--- src/hw/ppb_pkg.sv ---
// Shared constants and types for the printer parallel byte port.
// Assumes a single 100 MHz clock and a word-wide AHB-Lite register bus.
package ppb_pkg;

	// ------------------------------------------------------------
	// Clock and timing
	// ------------------------------------------------------------
	localparam int PPB_CLK_MHZ = 100;
	localparam int PPB_CLK_NS = 10;
	localparam int PPB_INIT_MIN_US = 50;
	localparam int PPB_INIT_CYC = PPB_INIT_MIN_US * PPB_CLK_MHZ;
	localparam int PPB_ACK_NS = 1000;
	localparam logic [7:0] PPB_ACK_CYC = 8'((PPB_ACK_NS + PPB_CLK_NS - 1) / PPB_CLK_NS);

	// ------------------------------------------------------------
	// Register byte offsets
	// ------------------------------------------------------------
	localparam logic [7:0] PPB_OFF_CTRL = 8'h00;
	localparam logic [7:0] PPB_OFF_STATUS = 8'h04;
	localparam logic [7:0] PPB_OFF_DATA = 8'h08;
	localparam logic [7:0] PPB_OFF_IRQ_STAT = 8'h0C;
	localparam logic [7:0] PPB_OFF_IRQ_CLR = 8'h10;
	localparam logic [7:0] PPB_OFF_IRQ_EN = 8'h14;

	// ------------------------------------------------------------
	// Control register fields
	// ------------------------------------------------------------
	localparam int PPB_CTRL_SERIAL = 0;
	localparam int PPB_CTRL_BUSY_INV = 1;
	localparam int PPB_CTRL_PAUSED = 2;
	localparam int PPB_CTRL_SELECTED = 3;
	localparam int PPB_CTRL_PAPER_OUT = 4;
	localparam int PPB_CTRL_ERROR = 5;
	localparam logic [5:0] PPB_CTRL_RESET = 6'h08;

	// ------------------------------------------------------------
	// Status and interrupt fields
	// ------------------------------------------------------------
	localparam int PPB_ST_FULL = 0;
	localparam int PPB_ST_HOLD = 1;
	localparam int PPB_ST_ENGAGED = 2;
	localparam int PPB_IRQ_RX = 0;
	localparam int PPB_IRQ_INIT = 1;
	localparam int PPB_IRQ_OVERRUN = 2;
	localparam logic [2:0] PPB_IRQ_RESET = 3'h0;

	// Handshake states of the parallel receiver.
	typedef enum logic [1:0] {
		PPB_IDLE,
		PPB_BUSY,
		PPB_ACK
	} ppb_hs_t;

endpackage : ppb_pkg

--- src/hw/ppb_init_if.sv ---
// Carrier between the port core and its initialise pulse filter.
// Assumes both ends run on the same clock.
`timescale 1ns/10ps
interface ppb_init_if;
	logic init_n;
	logic init_fire;
	modport filt (input init_n, output init_fire);
	modport core (output init_n, input init_fire);
endinterface : ppb_init_if

--- src/hw/ppb_init_filt.sv ---
// Qualifies the host initialise line by its low time.
// Assumes init_n is synchronous to mclk.
`timescale 1ns/10ps
module ppb_init_filt
	import ppb_pkg::*;
#(
	parameter int INIT_CYC = PPB_INIT_CYC
) (
	input wire logic mclk,
	input wire logic srst,
	ppb_init_if.filt link
);
	import ppb_pkg::*;

	typedef struct packed {
		logic [15:0] low_cnt;
		logic fire;
	} ppb_filt_t;

	localparam logic [15:0] LIMIT = 16'(INIT_CYC);

	ppb_filt_t st;
	ppb_filt_t next_st;

	// ------------------------------------------------------------
	// Low time counter
	// ------------------------------------------------------------
	// Fires once when the line has been low for more than the limit.
	always_comb begin
		next_st = st;
		next_st.fire = 1'b0;
		if (link.init_n) begin
			next_st.low_cnt = 16'h0000;
		end else if (st.low_cnt <= LIMIT) begin
			next_st.low_cnt = st.low_cnt + 16'h0001;
			next_st.fire = (st.low_cnt == LIMIT);
		end
	end

	// Registers the filter state.
	always_ff @(posedge mclk) begin
		if (srst) begin
			st <= '0;
		end else begin
			st <= next_st;
		end
	end

	assign link.init_fire = st.fire;
endmodule : ppb_init_filt

--- src/hw/ppb_port.sv ---
// Printer-side receiver for the parallel host port, with its register file.
// Assumes synchronous host pins and a single AHB-Lite master on mclk.
//
// The register offsets and register access over AHB-Lite were chosen for this implementation.
`timescale 1ns/10ps
module ppb_port
	import ppb_pkg::*;
#(
	parameter int INIT_CYC = ppb_pkg::PPB_INIT_CYC
) (
	input wire logic mclk,
	input wire logic srst,
	input wire logic hsel,
	input wire logic [31:0] haddr,
	input wire logic [1:0] htrans,
	input wire logic hwrite,
	input wire logic [2:0] hsize,
	input wire logic [31:0] hwdata,
	input wire logic hready,
	output logic hreadyout,
	output logic hresp,
	output logic [31:0] hrdata,
	input wire logic [7:0] host_data,
	input wire logic strobe_n,
	input wire logic init_n,
	output logic hold_off,
	output logic byte_taken_pulse_n,
	output logic paper_exhausted,
	output logic online_selected,
	output logic fault_flag_n,
	input wire logic ser_valid,
	input wire logic [7:0] ser_data,
	output logic ser_ready,
	output logic irq
);
	import ppb_pkg::*;

	typedef struct packed {
		ppb_hs_t hs;
		logic strobe_prev;
		logic [7:0] rx_byte;
		logic full;
		logic [7:0] ack_cnt;
		logic ack_again;
		logic [5:0] ctrl;
		logic [2:0] irq_stat;
		logic [2:0] irq_en;
		logic wr_pend;
		logic [7:0] wr_addr;
		logic [31:0] rdata;
	} ppb_core_t;

	ppb_core_t st;
	ppb_core_t next_st;
	ppb_init_if init_link ();

	logic addr_ok;
	logic par_sel;
	logic engine_ok;
	logic hold_raw;
	logic strobe_fall;
	logic par_take;
	logic latch_open;
	logic ser_take;
	logic pop;
	logic [2:0] irq_set;
	logic [2:0] irq_clr;

	// Matches a transfer address against a register offset.
	function automatic logic ppb_hit(input logic [7:0] addr, input logic [7:0] off);
		ppb_hit = (addr == off);
	endfunction : ppb_hit

	// ------------------------------------------------------------
	// Initialise filter
	// ------------------------------------------------------------
	assign init_link.init_n = init_n;

	ppb_init_filt #(
		.INIT_CYC(INIT_CYC)
	) u_init (
		.mclk(mclk),
		.srst(srst),
		.link(init_link)
	);

	// ------------------------------------------------------------
	// Status terms
	// ------------------------------------------------------------
	// Port choice and the printer conditions that block intake.
	assign par_sel = !st.ctrl[PPB_CTRL_SERIAL];
	assign engine_ok = !st.ctrl[PPB_CTRL_PAUSED] && !st.ctrl[PPB_CTRL_ERROR];
	assign strobe_fall = st.strobe_prev && !strobe_n;
	assign addr_ok = hsel && htrans[1] && hready;
	assign pop = addr_ok && !hwrite && ppb_hit(haddr[7:0], PPB_OFF_DATA);

	// Hold-off covers serial mode, an open handshake, a full buffer, pause and error.
	assign hold_raw = !par_sel || (st.hs != PPB_IDLE) || st.full
		|| !engine_ok;

	// The latch is open while idle and during the acknowledge pulse, when the host may send.
	assign latch_open = (st.hs == PPB_IDLE) || (st.hs == PPB_ACK);

	// A parallel byte is taken only on a fresh latch edge with room free.
	assign par_take = par_sel && latch_open && strobe_fall && !st.full;
	assign ser_take = !par_sel && ser_valid && !st.full;

	// ------------------------------------------------------------
	// Next state
	// ------------------------------------------------------------
	// Handshake engine, receive buffer and register file in one step.
	always_comb begin
		next_st = st;
		irq_set = 3'h0;
		irq_clr = 3'h0;
		next_st.strobe_prev = strobe_n;
		// Handshake sequence of the parallel side.
		case (st.hs)
			PPB_IDLE: begin
				if (par_take) begin
					next_st.hs = PPB_BUSY;
				end
			end
			PPB_BUSY: begin
				if (strobe_n && !st.full && engine_ok) begin
					next_st.hs = PPB_ACK;
					next_st.ack_cnt = PPB_ACK_CYC;
				end
			end
			PPB_ACK: begin
				next_st.ack_cnt = st.ack_cnt - 8'h01;
				// A byte latched during the pulse earns an acknowledge of its own.
				if (par_take) begin
					next_st.ack_again = 1'b1;
				end
				if (st.ack_cnt == 8'h01) begin
					next_st.hs = (st.ack_again || par_take) ? PPB_BUSY : PPB_IDLE;
					next_st.ack_again = 1'b0;
				end
			end
			default: begin
				next_st.hs = PPB_IDLE;
			end
		endcase
		// A latch edge against a full buffer loses the byte.
		if (par_sel && strobe_fall && latch_open && st.full) begin
			irq_set[PPB_IRQ_OVERRUN] = 1'b1;
		end
		// Buffer pop by software read, then fill; a fill beats a pop.
		if (pop) begin
			next_st.full = 1'b0;
		end
		if (par_take) begin
			next_st.rx_byte = host_data;
			next_st.full = 1'b1;
			irq_set[PPB_IRQ_RX] = 1'b1;
		end else if (ser_take) begin
			next_st.rx_byte = ser_data;
			next_st.full = 1'b1;
			irq_set[PPB_IRQ_RX] = 1'b1;
		end
		// Bus address phase: capture write target, prepare read data.
		next_st.wr_pend = addr_ok && hwrite;
		if (addr_ok) begin
			next_st.wr_addr = haddr[7:0];
		end
		if (addr_ok && !hwrite) begin
			case (1'b1)
				ppb_hit(haddr[7:0], PPB_OFF_CTRL): next_st.rdata = {26'h0, st.ctrl};
				ppb_hit(haddr[7:0], PPB_OFF_STATUS): next_st.rdata = {29'h0,
					(st.hs != PPB_IDLE), hold_raw, st.full};
				ppb_hit(haddr[7:0], PPB_OFF_DATA): next_st.rdata = {24'h0, st.rx_byte};
				ppb_hit(haddr[7:0], PPB_OFF_IRQ_STAT): next_st.rdata = {29'h0, st.irq_stat};
				ppb_hit(haddr[7:0], PPB_OFF_IRQ_EN): next_st.rdata = {29'h0, st.irq_en};
				default: next_st.rdata = 32'h0000_0000;
			endcase
		end
		// Bus data phase: apply the write.
		if (st.wr_pend) begin
			if (ppb_hit(st.wr_addr, PPB_OFF_CTRL)) begin
				next_st.ctrl = hwdata[5:0];
			end
			if (ppb_hit(st.wr_addr, PPB_OFF_IRQ_CLR)) begin
				irq_clr = hwdata[2:0];
			end
			if (ppb_hit(st.wr_addr, PPB_OFF_IRQ_EN)) begin
				next_st.irq_en = hwdata[2:0];
			end
		end
		// Host initialise returns the receiver to its start.
		if (init_link.init_fire) begin
			next_st.hs = PPB_IDLE;
			next_st.full = 1'b0;
			next_st.ack_cnt = 8'h00;
			next_st.ack_again = 1'b0;
			irq_set[PPB_IRQ_INIT] = 1'b1;
		end
		// Sticky events: a new event wins over a clear in the same cycle.
		next_st.irq_stat = (st.irq_stat & ~irq_clr) | irq_set;
	end

	// ------------------------------------------------------------
	// State register
	// ------------------------------------------------------------
	// Registers the whole core state.
	always_ff @(posedge mclk) begin
		if (srst) begin
			st <= '0;
			st.hs <= PPB_IDLE;
			st.strobe_prev <= 1'b1;
			st.ctrl <= PPB_CTRL_RESET;
			st.irq_stat <= PPB_IRQ_RESET;
			st.irq_en <= PPB_IRQ_RESET;
		end else begin
			st <= next_st;
		end
	end

	// ------------------------------------------------------------
	// Outputs
	// ------------------------------------------------------------
	// Pin levels derived from registered state.
	assign hold_off = hold_raw ^ st.ctrl[PPB_CTRL_BUSY_INV];
	assign byte_taken_pulse_n = (st.hs != PPB_ACK);
	assign paper_exhausted = st.ctrl[PPB_CTRL_PAPER_OUT];
	assign online_selected = st.ctrl[PPB_CTRL_SELECTED] && !st.ctrl[PPB_CTRL_ERROR];
	assign fault_flag_n = !st.ctrl[PPB_CTRL_ERROR];
	assign ser_ready = !par_sel && !st.full;
	assign irq = |(st.irq_stat & st.irq_en);

	// Bus answers: zero wait, always OKAY.
	assign hreadyout = 1'b1;
	assign hresp = 1'b0;
	assign hrdata = st.rdata;
endmodule : ppb_port

--- config.mk ---
export PLATFORM = sky130hd
export DESIGN_NAME = ppb_port
export DESIGN_NICKNAME = d
export VERILOG_FILES = /design/src/hw/ppb_pkg.sv /design/src/hw/ppb_init_if.sv /design/src/hw/ppb_init_filt.sv /design/src/hw/ppb_port.sv
export SDC_FILE = /design/constraint.sdc
export NUM_CORES = 1
export LEC_CHECK = 0
export BUFFER_PORTS_ARGS = -buffer_cell sky130_fd_sc_hd__buf_2
export CAP_MARGIN = 20
export CORE_MARGIN = 5
export CORE_UTILIZATION = 30
export DETAILED_ROUTE_END_ITERATION = 8
export GPL_ROUTABILITY_DRIVEN = 0
export PLACE_DENSITY = 0.52
export SETUP_SLACK_MARGIN = 0.2
export SLEW_MARGIN = 40
export SYNTH_ARGS = -nofsm -noshare
export SYNTH_HDL_FRONTEND = slang
export SYNTH_HIERARCHICAL = 1
export SYNTH_SLANG_ARGS = --single-unit
export TNS_END_PERCENT = 10
--- constraint.sdc ---
create_clock -name mclk -period 1.99 [get_ports mclk]
set_input_delay 0.0995 -clock mclk [delete_from_list [all_inputs] [get_ports mclk]]
set_output_delay 0.0995 -clock mclk [all_outputs]
set_load 0.01 [all_outputs]
==> run summary <==
Post-route ant nets: 0
Post-Route WL: 8425 microns
Area grow syn2layout: 16.81%
Worst Skew: 0.004548 ns
Num CTS Buffers: 9
N_diodes: 0
Share of cells above drive strength 1: 0.2252
Synth cell types: 71
Finish-stage setup viols: 0
CTS tree: built
Max-slew violation count: 0
Area occupied by multi-input gates: 0.001847 sq mm
Routed wire length per instance: 14.14 microns
I/O Pins: 134
Worst R2R Path Depth: 4
Minimum clock period after layout: 1.658 ns
Worst slew margin: 0.6543
Psw: 801.7 uW
# clock sinks: 67
Post-Synth Simple-Gate Area: 0.2585
IO buf count: 53
Crit path required time: 2.22 ns
Cells after synthesis: 401
Sequential power share: 0.439
Hold WS: 0.02676 ns
Total Power: 3.285 mW
Syn avg cell area: 8.630 sq um
CP endpoint: st[69]
Via count: 2857
GR Util met3: 0.03369
Post-synthesis compound-gate area fraction: 0.1638
CP Launch Type: register
Register area: 0.001341 sq mm
Pin count of the biggest net entering global routing: 28
Worst-path clk slew: 0.05 ns
Worst skew pair latency: 0.32 ns
RR Endpoint: st[69]
GRT Overall Usage: 0.1206
Seq cells post-synth: 67
Crit Path Class: reg -> reg
FFs w/ async S/R, synth: 0
Max Freq: 0.6030 GHz
H-tree levels: 3
Peak VDD IR: 0.3420 mV
Clock Root Buffer: clkbuf_16
Chip width: 117.4 microns
R2R Setup Slk: 0.33 ns
Global-route wire length before repair: 13810 microns
Top cells by area, synth: dfxtp_1 39%, buf_4 7.4%, nor2_1 7.3%, nand2_1 3.3%, a21oi_1 2.9%
DR vias/cell: 4.794
Crit path DAT: 1.89 ns
Main synth FF type: dfxtp_1
Synth Area in XOR/XNOR: 0.02784
Final nets: 546
Leakage dissipation: 1.673 nW
Fin Setup TNS: 0 ns
Int Power: 2.483 mW
Synth Area in Adders: 0.01446
Num rows: 39
Max-Cap Viols: 0
Post-Synthesis Cell Area: 0.003461 sq mm
Hold Fails Final Rpt: 0
Crit path capture type: register
Fillers: 1197
Multiplexer area fraction after synthesis: 0.03905
Antenna violations before repair: 0
Synth warn: 6
Critical Path Fanout Max: 9
Post-synth EDFFs: 0
RSZ-0062 raised after global routing: true
Vias in the first global route: 2770
Hold crit path type: in -> reg
Period utilization: 0.8333
Worst r2r src: st[47]
DRC: 0
First-pass DRT Iterations: 4
Seq/Total Area, Yosys: 0.3876
Gr busiest metal: met2
M2 GR Usage: 0.1913
Synth top area share: 0.3876
PwrDens: 812.6 mW/mm^2
Core area: 0.01137 sq mm
Main combinational cell family by area after synthesis: simple AND/OR/NAND/NOR gates
Overflow after GRT: 0
Switching share of power: 0.2441
Max Root-Sink Buffers: 2
DP HPWL: 6246 microns
Total die area: 0.01378 sq mm
Starting Density: 0.3044
Worst Setup SP: st[47]
Worst-Margin Slew: 0.5185 ns
Clk network pwr share: 0.445
M1 GR Usage: 0.1604
Starting DRT DRC Count: 189
Cell taking the most area after synthesis: dfxtp_1
Combinational share of power: 0.115
Die Y: 117.4 microns
Status: finished, final reports clean
[power by group through the flow]
stage | clock network, mW | logic [mW] | registers, mW
floorplan | 0 | 0.283 | 1.46
global placement | 0 | 0.369 | 1.47
detailed placement | 0 | 0.375 | 1.47
CTS | 1.51 | 0.380 | 1.44
global route | 1.58 | 0.422 | 1.45
finish | 1.46 | 0.379 | 1.44
[metrics by stage]
stage | worst slack (ns) | utilization | instance area [sq um] | instances
floorplan | 0.5060 | - | 3551 | 425
global placement | 0.3169 | 0.3295 | 3746 | 580
detailed placement | 0.3278 | 0.3295 | 3746 | 580
CTS | 0.2972 | 0.3550 | 4036 | 596
global route | 0.1658 | 0.3556 | 4043 | 596
finish | 0.3317 | 0.3556 | 4043 | 596
[Yosys cell counts, drive strengths merged, types with 5 or more instances]
cell type / instances
o211ai: 6
xnor2: 5
and3: 5
dfxtp: 67
inv: 12
mux2i: 9
buf: 41
nand2b: 5
nor3: 5
clkbuf: 10
nand2: 30
a211oi: 7
nor2: 67
nand3: 9
a21oi: 22
xor2: 6
nor4: 13
[sequential cells by signal, summed over array words and instances (netlist names)]
signal / count
u_init/st: 16
st: 41
hrdata: 8
paper_exhausted: 1
u_init/link.init_fire: 1
[cell usage in the layout (no fill, tap or decap), types with 5 or more instances in the layout]
| master | count |
|---|---|
| o211ai_1 | 6 |
| conb_1 | 26 |
| a21oi_1 | 20 |
| nand2b_1 | 5 |
| xnor2_1 | 5 |
| buf_4 | 10 |
| nand2_1 | 30 |
| buf_2 | 53 |
| nand3_1 | 8 |
| mux2i_1 | 9 |
| xor2_1 | 6 |
| dfxtp_1 | 67 |
| inv_1 | 11 |
| nor4_1 | 11 |
| clkbuf_16 | 9 |
| nor2_1 | 67 |
[layout make-up]
cell class | instances | share of cell area
clock buffer | 13 | 0.06685
clock inverter | 2 | 0.002476
inverter | 12 | 0.01114
multi-input combinational | 295 | 0.4568
sequential | 67 | 0.3318
tap | 143 | 0.04426
timing repair buffer | 64 | 0.08666
[metal layers]
layer  part of all wire  routed length (microns)
met3              0.051                      429
met1               0.46                     3886
met4             0.0062                       52
met2               0.48                     4058
met5                  0                        0
[worst max-delay path, stage by stage, from the launching register on]
cell,delay (ns)
dfxtp_1,0.35
nor4b_2,0.45
a22o_1,0.50
nor2_1,0.09
nor4_1,0.16
[repair_timing]
item,CTS,global route
hold endpoints to repair,1,0
setup endpoints to repair,0,2
hold buffers,1,0
setup buffers,0,0
gates resized for setup,0,1
[how the worst min path moves through the flow]
stage                   start              end  cells after the start
finish              hwdata[4]  paper_exhausted                      3
global route        hwdata[2]           st[46]                      2
CTS                 hwdata[2]           st[46]                      2
detailed placement  hwdata[4]  paper_exhausted                      3
global placement    hwdata[1]           st[45]                      2
floorplan            strobe_n           st[71]                      1
[cell families after synthesis]
logic type / after synthesis
AO/OA/AOI/OAI: 76
other: 2
buffers and inverters: 63
multiplexers: 13
XOR/XNOR: 11
flip-flops: 67
AND/OR/NAND/NOR: 165
adder cells (fa/ha/maj): 4
(Power assumes the default switching activity.)
